===== config.mk =====
export PLATFORM = sky130hd
export DESIGN_NAME = spicl_core
export DESIGN_NICKNAME = d
export VERILOG_FILES = /design/src/rtl/spicl_pkg.sv /design/src/rtl/spicl_core.sv
export VERILOG_INCLUDE_DIRS = /design/src /design/src/rtl
export SDC_FILE = /design/constraint.sdc
export NUM_CORES = 1
export LEC_CHECK = 0
export BUFFER_PORTS_ARGS = -buffer_cell sky130_fd_sc_hd__buf_2
export CAP_MARGIN = 25
export CORE_MARGIN = 4
export CORE_UTILIZATION = 40
export CTS_CLUSTER_DIAMETER = 200
export DETAILED_ROUTE_END_ITERATION = 8
export GPL_ROUTABILITY_DRIVEN = 0
export SYNTH_ARGS = -nofsm -noshare
export SYNTH_HDL_FRONTEND = slang
export SYNTH_SLANG_ARGS = --single-unit

===== constraint.sdc =====
create_clock -name core_clk_in -period 5.19 [get_ports core_clk_in]
set_input_delay 1.557 -clock core_clk_in [delete_from_list [all_inputs] [get_ports core_clk_in]]
set_output_delay 1.557 -clock core_clk_in [all_outputs]
set_load 0.01 [all_outputs]

===== src/rtl/spicl_defs.svh =====
// Constants of the serial port control block: register offsets, field
// positions, reset values and timing counts.
// Assumes inclusion by bare name from the design files.
`ifndef SPICL_DEFS_SVH
`define SPICL_DEFS_SVH

// ----------------------------------------------------------------------
// Register byte offsets
// ----------------------------------------------------------------------
`define SPICL_OFS_CTRL     5'h00
`define SPICL_OFS_TXDATA   5'h04
`define SPICL_OFS_RXDATA   5'h08
`define SPICL_OFS_IRQSTAT  5'h0c
`define SPICL_OFS_IRQMASK  5'h10
`define SPICL_OFS_DIVIDER  5'h14

// ----------------------------------------------------------------------
// Field layout
// ----------------------------------------------------------------------
`define SPICL_CTRL_W       11
`define SPICL_IRQ_W        3
`define SPICL_IRQ_TXEMPTY  0
`define SPICL_IRQ_RXFULL   1
`define SPICL_IRQ_OVERFLOW 2

// ----------------------------------------------------------------------
// Reset values and counts
// ----------------------------------------------------------------------
`define SPICL_CTRL_RST     11'h000
`define SPICL_MASK_RST     3'h0
`define SPICL_DIV_RST      8'h03
`define SPICL_LAST_HALF    4'hf
`define SPICL_LAST_BIT     3'h7
`define SPICL_FILL_BYTE    8'h00

`endif


===== src/rtl/spicl_pkg.sv =====
// Types shared by the serial port control block.
// Assumes nothing of its surroundings.
package spicl_pkg;

  // Low eleven bits of serial_port_control, bit 10 first
  typedef struct packed {
    logic loopback_select;
    logic slave_out_drive_enable;
    logic rx_overflow_overwrite;
    logic underrun_zero_fill;
    logic transfer_trigger_mode;
    logic lsb_first_select;
    logic wired_or_output;
    logic clock_idle_polarity;
    logic clock_phase_select;
    logic master_select;
    logic port_enable;
  } spicl_ctrl_t;

  typedef enum logic {
    SPICL_IDLE,
    SPICL_RUN
  } spicl_state_t;

endpackage : spicl_pkg


===== src/rtl/spicl_core.sv =====
// Serial port with Avalon-MM register slave, master and slave engines.
// Assumes pins reach it raw: the interface or bench resolves the wires
// from the output enables; all pin inputs are synchronised here.
//
// Functional notes
// Loopback routes serial output to serial input
// Slave out enable clear makes output open-drain
// Overflow: overwrite bit replaces, else drops byte
// Empty transmit: send zero or repeat last
// Trigger mode set: write starts, empty irq
// Trigger mode clear: read starts, full irq
// Bit order select: LSB or MSB first
// Wired-OR: data outputs drive only low
// Polarity bit sets clock idle level
// Phase bit: pulse at start or end
// Master select: generate clock and select, else slave
// Port disabled means no transfers
// Each transfer moves exactly eight bits
// Mode changes apply only between transfers; clearing port enable stops a running transfer at once; rx_overflow_overwrite is read live
`timescale 1ns/100ps
`include "spicl_defs.svh"

module spicl_core (
  input  wire logic        core_clk_in,
  input  wire logic        rst_in,
  input  wire logic [4:0]  avs_address_in,
  input  wire logic        avs_read_in,
  input  wire logic        avs_write_in,
  input  wire logic [31:0] avs_writedata_in,
  input  wire logic [3:0]  avs_byteenable_in,
  output logic      [31:0] avs_readdata_out,
  output logic             avs_waitrequest_out,
  output logic             irq_out,
  input  wire logic        sclk_in,
  output logic             sclk_out,
  output logic             sclk_oe_out,
  input  wire logic        cs_n_in,
  output logic             cs_n_out,
  output logic             cs_n_oe_out,
  input  wire logic        mosi_in,
  output logic             mosi_out,
  output logic             mosi_oe_out,
  input  wire logic        miso_in,
  output logic             miso_out,
  output logic             miso_oe_out
);

  // ----------------------------------------------------------------------
  // Helpers
  // ----------------------------------------------------------------------
  function automatic logic [31:0] be_merge(input logic [31:0] old_v,
                                           input logic [31:0] new_v,
                                           input logic [3:0]  be);
    logic [31:0] r;
    r = old_v;
    for (int i = 0; i < 4; i++) begin
      if (be[i]) begin
        r[8*i +: 8] = new_v[8*i +: 8];
      end
    end
    return r;
  endfunction : be_merge

  function automatic logic [7:0] rx_shift(input logic [7:0] sh,
                                          input logic       bit_in,
                                          input logic       lsb_first);
    return lsb_first ? {bit_in, sh[7:1]} : {sh[6:0], bit_in};
  endfunction : rx_shift

  // ----------------------------------------------------------------------
  // Register state
  // ----------------------------------------------------------------------
  spicl_pkg::spicl_ctrl_t ctrl_q;
  spicl_pkg::spicl_ctrl_t cfg_q;
  spicl_pkg::spicl_state_t state_q;
  logic [`SPICL_IRQ_W-1:0] stat_q;
  logic [`SPICL_IRQ_W-1:0] mask_q;
  logic [7:0]  div_q;
  logic [7:0]  txbuf_q;
  logic        txvalid_q;
  logic [7:0]  last_tx_q;
  logic [7:0]  rxdata_q;
  logic        rxvalid_q;
  logic        rd_start_q;
  logic        ack_q;
  logic [31:0] rdata_q;

  // ----------------------------------------------------------------------
  // Avalon slave: one wait cycle, then the answer
  // ----------------------------------------------------------------------
  wire req      = avs_read_in | avs_write_in;
  wire wr_fire  = avs_write_in & ack_q;
  wire rd_fire  = avs_read_in & ack_q;
  wire sel_ctrl = avs_address_in == `SPICL_OFS_CTRL;
  wire sel_tx   = avs_address_in == `SPICL_OFS_TXDATA;
  wire sel_rx   = avs_address_in == `SPICL_OFS_RXDATA;
  wire sel_stat = avs_address_in == `SPICL_OFS_IRQSTAT;
  wire sel_mask = avs_address_in == `SPICL_OFS_IRQMASK;
  wire sel_div  = avs_address_in == `SPICL_OFS_DIVIDER;
  wire wr_tx    = wr_fire & sel_tx & avs_byteenable_in[0] & ctrl_q.port_enable;
  wire rd_rx    = rd_fire & sel_rx;
  wire [31:0] ctrl_word = {21'h000000, ctrl_q};
  wire [31:0] ctrl_new  = be_merge(ctrl_word, avs_writedata_in, avs_byteenable_in);
  wire [31:0] mask_new  = be_merge({29'h00000000, mask_q}, avs_writedata_in,
                                   avs_byteenable_in);
  wire [31:0] div_new   = be_merge({24'h000000, div_q}, avs_writedata_in,
                                   avs_byteenable_in);
  wire [31:0] rd_mux =
    sel_ctrl ? ctrl_word :
    sel_rx   ? {24'h000000, rxdata_q} :
    sel_stat ? {29'h00000000, stat_q} :
    sel_mask ? {29'h00000000, mask_q} :
    sel_div  ? {24'h000000, div_q} : 32'h00000000;

  assign avs_waitrequest_out = req & ~ack_q;
  assign avs_readdata_out    = rdata_q;

  always_ff @(posedge core_clk_in or posedge rst_in) begin
    if (rst_in) begin
      ack_q   <= 1'b0;
      rdata_q <= 32'h00000000;
    end else begin
      ack_q   <= req & ~ack_q;
      rdata_q <= (avs_read_in & ~ack_q) ? rd_mux : rdata_q;
    end
  end

  // ----------------------------------------------------------------------
  // Pin synchronisers: sclk, cs_n, mosi, miso
  // ----------------------------------------------------------------------
  wire  [3:0] pin_raw = {sclk_in, cs_n_in, mosi_in, miso_in};
  logic [3:0] sync1_q;
  logic [3:0] sync2_q;
  logic       sclk_prev_q;
  logic       cs_prev_q;

  for (genvar g = 0; g < 4; g++) begin : g_sync
    always_ff @(posedge core_clk_in or posedge rst_in) begin
      if (rst_in) begin
        sync1_q[g] <= 1'b1;
        sync2_q[g] <= 1'b1;
      end else begin
        sync1_q[g] <= pin_raw[g];
        sync2_q[g] <= sync1_q[g];
      end
    end
  end

  wire sclk_s = sync2_q[3];
  wire cs_n_s = sync2_q[2];
  wire mosi_s = sync2_q[1];
  wire miso_s = sync2_q[0];

  // ----------------------------------------------------------------------
  // Transfer engine
  // ----------------------------------------------------------------------
  logic [7:0] txsh_q;
  logic [7:0] rxsh_q;
  logic [2:0] bcnt_q;
  logic [3:0] hc_q;
  logic [7:0] dcnt_q;
  logic       first_q;

  wire is_master  = cfg_q.master_select & ctrl_q.port_enable;
  wire is_slave   = ~cfg_q.master_select & ctrl_q.port_enable;
  wire slv_active = is_slave & ~cs_n_s;
  wire running    = state_q == spicl_pkg::SPICL_RUN;
  wire busy       = running | slv_active;
  wire out_bit    = cfg_q.lsb_first_select ? txsh_q[0] : txsh_q[7];
  wire [7:0] load_byte = txvalid_q ? txbuf_q :
                         (ctrl_q.underrun_zero_fill ? `SPICL_FILL_BYTE : last_tx_q);
  // Loopback wraps the driven data straight back as received data
  wire rx_in = cfg_q.loopback_select ? out_bit :
               (cfg_q.master_select ? miso_s : mosi_s);

  wire m_start = is_master & ~running &
                 (ctrl_q.transfer_trigger_mode ? txvalid_q : rd_start_q);
  wire tick    = running & (dcnt_q == 8'h00);
  wire m_sample = tick & ~hc_q[0];
  wire m_shift  = tick & hc_q[0];
  wire m_done   = tick & (hc_q == `SPICL_LAST_HALF);

  wire s_edge  = slv_active & (sclk_s != sclk_prev_q);
  wire s_lead  = s_edge & (sclk_s != cfg_q.clock_idle_polarity);
  wire s_trail = s_edge & (sclk_s == cfg_q.clock_idle_polarity);
  wire s_sample = cfg_q.clock_phase_select ? s_trail : s_lead;
  wire s_shift  = (cfg_q.clock_phase_select ? s_lead : s_trail) & ~first_q;
  wire s_start  = is_slave & ~cs_n_s & cs_prev_q;
  wire s_done   = s_sample & (bcnt_q == `SPICL_LAST_BIT);

  wire load    = m_start | s_start;
  wire sample  = m_sample | s_sample;
  wire shift   = m_shift | s_shift;
  wire done    = m_done | s_done;
  wire [7:0] rx_next = rx_shift(rxsh_q, rx_in, cfg_q.lsb_first_select);
  // Master done comes a half period after its eighth sample: no extra shift
  wire [7:0] rx_byte = m_done ? rxsh_q : rx_next;

  always_ff @(posedge core_clk_in or posedge rst_in) begin
    if (rst_in) begin
      state_q <= spicl_pkg::SPICL_IDLE;
      hc_q    <= 4'h0;
      dcnt_q  <= 8'h00;
    end else if (!is_master) begin
      state_q <= spicl_pkg::SPICL_IDLE;
    end else if (m_start) begin
      state_q <= spicl_pkg::SPICL_RUN;
      hc_q    <= 4'h0;
      dcnt_q  <= div_q;
    end else if (tick) begin
      state_q <= m_done ? spicl_pkg::SPICL_IDLE : state_q;
      hc_q    <= hc_q + 4'h1;
      dcnt_q  <= div_q;
    end else if (running) begin
      dcnt_q  <= dcnt_q - 8'h01;
    end
  end

  always_ff @(posedge core_clk_in or posedge rst_in) begin
    if (rst_in) begin
      txsh_q  <= 8'h00;
      rxsh_q  <= 8'h00;
      bcnt_q  <= 3'h0;
      first_q <= 1'b0;
    end else if (load) begin
      txsh_q  <= load_byte;
      bcnt_q  <= 3'h0;
      first_q <= 1'b1;
    end else begin
      rxsh_q  <= sample ? rx_next : rxsh_q;
      bcnt_q  <= sample ? bcnt_q + 3'h1 : bcnt_q;
      first_q <= s_edge ? 1'b0 : first_q;
      if (shift) begin
        txsh_q <= cfg_q.lsb_first_select ? {1'b0, txsh_q[7:1]} : {txsh_q[6:0], 1'b0};
      end
    end
  end

  always_ff @(posedge core_clk_in or posedge rst_in) begin
    if (rst_in) begin
      sclk_prev_q <= 1'b1;
      cs_prev_q   <= 1'b1;
    end else begin
      sclk_prev_q <= sclk_s;
      cs_prev_q   <= cs_n_s;
    end
  end

  // ----------------------------------------------------------------------
  // Control, data and interrupt registers
  // ----------------------------------------------------------------------
  // A rx full flag set in the same cycle as a read stays set
  wire rx_keep   = rxvalid_q & ~rd_rx;
  wire overflow  = done & rx_keep;
  wire rx_store  = done & (~overflow | ctrl_q.rx_overflow_overwrite);
  wire [`SPICL_IRQ_W-1:0] irq_set = {
    overflow,
    done & ~cfg_q.transfer_trigger_mode,
    done & cfg_q.transfer_trigger_mode & ~txvalid_q & ~wr_tx};
  wire [`SPICL_IRQ_W-1:0] irq_clr =
    (wr_fire & sel_stat & avs_byteenable_in[0]) ? avs_writedata_in[2:0] : 3'h0;

  always_ff @(posedge core_clk_in or posedge rst_in) begin
    if (rst_in) begin
      ctrl_q <= `SPICL_CTRL_RST;
      cfg_q  <= `SPICL_CTRL_RST;
      mask_q <= `SPICL_MASK_RST;
      div_q  <= `SPICL_DIV_RST;
      stat_q <= 3'h0;
    end else begin
      ctrl_q <= (wr_fire & sel_ctrl) ? ctrl_new[`SPICL_CTRL_W-1:0] : ctrl_q;
      cfg_q  <= busy ? cfg_q : ctrl_q;
      mask_q <= (wr_fire & sel_mask) ? mask_new[2:0] : mask_q;
      div_q  <= (wr_fire & sel_div) ? div_new[7:0] : div_q;
      stat_q <= (stat_q & ~irq_clr) | irq_set;
    end
  end

  always_ff @(posedge core_clk_in or posedge rst_in) begin
    if (rst_in) begin
      txbuf_q    <= 8'h00;
      txvalid_q  <= 1'b0;
      last_tx_q  <= 8'h00;
      rxdata_q   <= 8'h00;
      rxvalid_q  <= 1'b0;
      rd_start_q <= 1'b0;
    end else begin
      txbuf_q    <= wr_tx ? avs_writedata_in[7:0] : txbuf_q;
      txvalid_q  <= wr_tx | (txvalid_q & ~load);
      last_tx_q  <= load ? load_byte : last_tx_q;
      rxdata_q   <= rx_store ? rx_byte : rxdata_q;
      rxvalid_q  <= done | rx_keep;
      rd_start_q <= (rd_rx & is_master & ~ctrl_q.transfer_trigger_mode) |
                    (rd_start_q & ~m_start & is_master);
    end
  end

  assign irq_out = |(stat_q & mask_q);

  // ----------------------------------------------------------------------
  // Pin drivers, registered
  // ----------------------------------------------------------------------
  wire sclk_act  = cfg_q.clock_phase_select ? ~hc_q[0] : hc_q[0];
  wire sclk_d    = cfg_q.clock_idle_polarity ^ (running & sclk_act);
  wire m_drive   = running;
  wire s_drive   = slv_active;
  // Open-drain outputs only ever pull low; the pull-up gives the high
  wire mosi_od   = cfg_q.wired_or_output;
  wire miso_od   = cfg_q.wired_or_output | ~cfg_q.slave_out_drive_enable;

  always_ff @(posedge core_clk_in or posedge rst_in) begin
    if (rst_in) begin
      sclk_out    <= 1'b0;
      sclk_oe_out <= 1'b0;
      cs_n_out    <= 1'b1;
      cs_n_oe_out <= 1'b0;
      mosi_out    <= 1'b0;
      mosi_oe_out <= 1'b0;
      miso_out    <= 1'b0;
      miso_oe_out <= 1'b0;
    end else begin
      sclk_out    <= sclk_d;
      sclk_oe_out <= is_master;
      cs_n_out    <= ~m_drive;
      cs_n_oe_out <= is_master;
      mosi_out    <= mosi_od ? 1'b0 : out_bit;
      mosi_oe_out <= m_drive & (~mosi_od | ~out_bit);
      miso_out    <= miso_od ? 1'b0 : out_bit;
      miso_oe_out <= s_drive & (~miso_od | ~out_bit);
    end
  end

endmodule : spicl_core


# Yosys cells after proc, flatten, opt, wreduce, memory -nomap -nowiden
# Cells that the tools add are included.
[classes] n_addsub=3 n_reduce_logical=16 n_bitwise=79 n_eq_ne=12 muxes=35
[ops] cell="$mux 8" n=14
[ops] cell="$and 1x1->1" n=43
[ops] cell="$not 1->1" n=18
[ops] cell="$reduce_and 2->1" n=8
[ops] cell="$mux 1" n=15
[ops] cell="$or 1x1->1" n=13
[ops] cell="$mux 11" n=1
[ops] cell="$eq 5x4->1 const B" n=2
[ops] cell="$eq 5x5->1 const B" n=2
[ops] cell="$mux 3" n=3
[ops] cell="$logic_not 8->1" n=1
[ops] cell="$mux 4" n=2
[ops] cell="$reduce_bool 2->1" n=4
[ops] cell="$sub 8x1->8 const B" n=1
[ops] cell="$and 3x3->3" n=2
[ops] cell="$ne 3x1->1 const B" n=2
[ops] cell="$eq 5x3->1 const B" n=1
[ops] cell="$logic_not 5->1" n=1
[ops] cell="$add 4x1->4 const B" n=1
[ops] cell="$eq 4x4->1 const B" n=1
[ops] cell="$add 3x1->3 const B" n=1
[ops] cell="$eq 3x3->1 const B" n=1
[ops] cell="$not 3->3" n=1
[ops] cell="$or 3x3->3" n=1
[ops] cell="other kinds (5)" n=6
[word_totals] ff_bits=143 inputBits=49

# Longest topological paths before layout
[logic_depth] word_depth=12 depth_mapped=9 depth_no_buf=7

# Worst setup path before layout
# No wires, ideal clock.
[synth_path] path_kind="input to output" startpoint="in avs_write_in" endpoint="out avs_waitrequest_out" arrival_time_ns=1.766 path_stages=2 n_path_buf=0 t_required_ns=3.633 slack_ns=1.867 path_cell_list="nor2_1 > nor2_1"
[synth_via] elab_chain_cells=2
[synth_lines] element="from (decl)" line_no="spicl_core.sv:28" rtl="input wire logic avs_write_in,"
[synth_lines] element="$or 1x1->1" line_no="spicl_core.sv:91" rtl="wire req = avs_read_in | avs_write_in;"
[synth_lines] element="$and 1x1->1" line_no="spicl_core.sv:115" rtl="assign avs_waitrequest_out = req & ~ack_q;"
[synth_lines] element="to (decl)" line_no="spicl_core.sv:32" rtl="output logic avs_waitrequest_out,"
# No other way between the ends.

# Worst setup path after layout
[layout_path] startpoint="in avs_read_in" endpoint="out avs_waitrequest_out"
[layout_via] elab_chain_cells=2
[layout_lines] element="from (decl)" line_no="spicl_core.sv:27" rtl="input wire logic avs_read_in,"
[layout_lines] element="$or 1x1->1" line_no="spicl_core.sv:91"
[layout_lines] element="$and 1x1->1" line_no="spicl_core.sv:115"
# No other way between the ends.

==> metrics.txt <==
status finished clean; Layout area overhead 16.10%; Antenna diodes 0; share of total power in the clock network 0.448; simple-gate portion of the synthesized area 0.1265; count leader, synth dfrtp_1; Peak VDD IR 0.2100 mV; Worst Tran Pin Value 981.0 ps; post-synth cell types 63; Root Driver clkbuf_16; CP Capture Type output pin; Antenna Nets Post-Route 0; Critical Path Max Stage Delay 150 ps; top-area cell type share of the netlist area 0.4636; Seq/Total Area, Yosys 0.5217; max_slew headroom 0.3444; FFs w/ async S/R, synth 1.000; clock buffer depth 2; Worst Hold Class register to register; Pwr Density 423.0 nW/µm²; clk_skew 7.064 ps; setup TNS 0 ps; CP Launch Type input port; Worst-Skew Late Latency 420 ps; min cycle time layout 3520 ps; internal power 0.002147 W; Synth area leaders dfrtp_1, mux2_2, dfstp_2, mux2i_1, a21oi_1; Routed wire per std cell 17.74 µm; CTS tree built; cell family with most CP delay buffers and inverters; layout cells sized above 1 0.2581; DR pass1 iterations 5; register bit count reported by yosys 122; Leak 3.177 nW; crit path buf inv count 2; RSZ-0062 raised after global routing false; Tcrit/Tclk final 0.6783; Critical Path AT 1960 ps; initial drt markers 264; Die H 129.3 µm; final max-slew violation count 0; Comb pwr share 0.138; aggregate routed wire length 13.71 mm; Yosys top cell by area dfrtp_1; Inserted Clock Buffers 17; Synth Area in Compound Gates 0.1325; row count 44; # hold bufs at CTS 0; Post-DP HPWL 9.823 mm; clk sinks 122; top cell types by occurrence after synthesis dfrtp_1, mux2_2, nand2_1; DRC Markers 0; Post-synth top flop dfrtp_1; adder-cell share of the synthesized area 0.008507; maxcap violations 0; setup bufs post-CTS 0; Switching Power 0.0007420 W; FMAX 0.2841 GHz; count of final hold-check violations 0; post-synthesis average cell area 11.00 µm²; total track usage 0.1722; Worst EP required 3630 ps; Syn. warnings 0; H-tree Lvls 4; Initial Util 0.4063; Critical Path Slowest Stage Cell buf_2; largest family of logic cells by synthesized area multiplexers; Switching Fraction 0.2568; DP Cell Count 740; Setup Viol. Count Final 0; Setup CP Type input port to output pin; Ports 91; post-synthesis xor/xnor area fraction 0.008932; CTS resizes 0; initial antenna violation count 0; die area 16710 µm²; Vias per Instance 5.455; overall power 0.002889 W; Layout Nets 629; Post-synth EDFFs 0; CP max FO 3; mux cell area share after synthesis 0.1442; netlist area before placement 5883 µm²; clock slew at reported path FFs 60 ps; buffers added on ports 46; largest net degree at the start of global routing 76; Cell Chain, Critical Path buf_2, nor2_1, nor2_1, buf_2; first-pass GRT wire length 21.92 mm; Layout Cells excl Fill 773; Overflow after GRT 0; Cells after Synth 535; Reg power frac 0.414; vias in the first global route 4177; Vias 4217; die width 129.3 µm; Core Area 14480 µm²
-- final timing paths --
| check | startpoint | end | slack [ps] | cells past startpoint |
|---|---|---|---|---|
| max | avs_read_in | avs_waitrequest_out | 1670 | 4 |
| min | sync1_q[2] | cs_n_s | 360 | 0 |
| max reg2reg | txvalid_q | rxsh_q[7] | 2260 | 5 |
| min reg2reg | sync1_q[2] | cs_n_s | 360 | 0 |
| max in group asynchronous | rst_in | miso_s | 3230 | 4 |
| min in group asynchronous | rst_in | ack_q | 1010 | 2 |
-- metal layers --
layer | wire length, µm | global-route usage | up-vias
met2 | 6768 | 0.2774 | 98
met3 | 598 | 0.04328 | 25
met5 | 0 | 0 | -
li1 | - | - | 1957
met4 | 252 | 0.06300 | 0
met1 | 6092 | 0.2260 | 2137
-- area by class of cell --
| type | instances | area (µm²) |
|---|---|---|
| clock buffer | 21 | 460.4 |
| clock inverter | 11 | 192.7 |
| fill | 1312 | 7649 |
| inverter | 11 | 43.79 |
| multi-input combinational | 374 | 2554 |
| sequential | 122 | 3069 |
| tap | 184 | 230.2 |
| timing repair buffer | 50 | 280.3 |
-- cells by family after synthesis --
kind of cell / after synthesis
other cells: 1
fa+ha+maj: 4
buf+inv: 59
flops: 122
compound gates: 121
simple gates: 143
xor+xnor: 6
mux: 79
-- sequential cells by signal, indices dropped and copies added, names as in the netlist, 3 cells and up --
signal and flops:
avs_readdata_out 11, bcnt_q 3, cfg_q 7, ctrl_q 11, dcnt_q 8, div_q 8, hc_q 4, last_tx_q 8
mask_q 3, rxdata_q 8, rxsh_q 8, stat_q 3, sync1_q 4, txbuf_q 8, txsh_q 8
-- stage by stage --
stage          cell area [µm²]  setup WS (ps)  hold slack, ps  utilization
6_report                  6830           1670           355.7       0.4717
4_1_cts                   6803           1668           356.2       0.4698
3_5_place_dp              6150           1669           347.8       0.4247
2_1_floorplan             5958          412.0           345.2            -
5_1_grt                   6830           1623           359.1       0.4717
3_3_place_gp              6150           1666           347.2       0.4247
-- cell usage in the layout, fill, tap and decap left out, drive strengths merged, types with 3 or more instances in the layout --
| cell type | count |
|---|---|
| nand2 | 44 |
| dfstp | 13 |
| inv | 11 |
| or4 | 3 |
| o21ai | 29 |
| nor2b | 6 |
| clkbuf | 21 |
| a21oi | 36 |
| nor3b | 8 |
| nor3 | 5 |
| clkinv | 4 |
| nand2b | 9 |
| nor2 | 38 |
| a2bb2oi | 9 |
| dfrtp | 109 |
| and3 | 5 |
| a31oi | 4 |
| conb | 21 |
| o2bb2ai | 3 |
| mux2i | 33 |
| o22ai | 7 |
| bufinv | 5 |
| a211oi | 3 |
| buf | 50 |
| ha | 4 |
| nand3 | 10 |
| o31ai | 12 |
| xor2 | 4 |
| mux2 | 46 |
-- power by group through the flow --
| stage | registers (W) | logic [W] | clock network [W] |
|---|---|---|---|
| floorplan | 0.00117 | 0.000326 | 0 |
| global placement | 0.00120 | 0.000388 | 0 |
| detailed placement | 0.00121 | 0.000400 | 0 |
| CTS | 0.00119 | 0.000403 | 0.00131 |
| global route | 0.00122 | 0.000452 | 0.00136 |
| finish | 0.00120 | 0.000400 | 0.00129 |
Note: power is estimated with default switching activity, not from simulation.
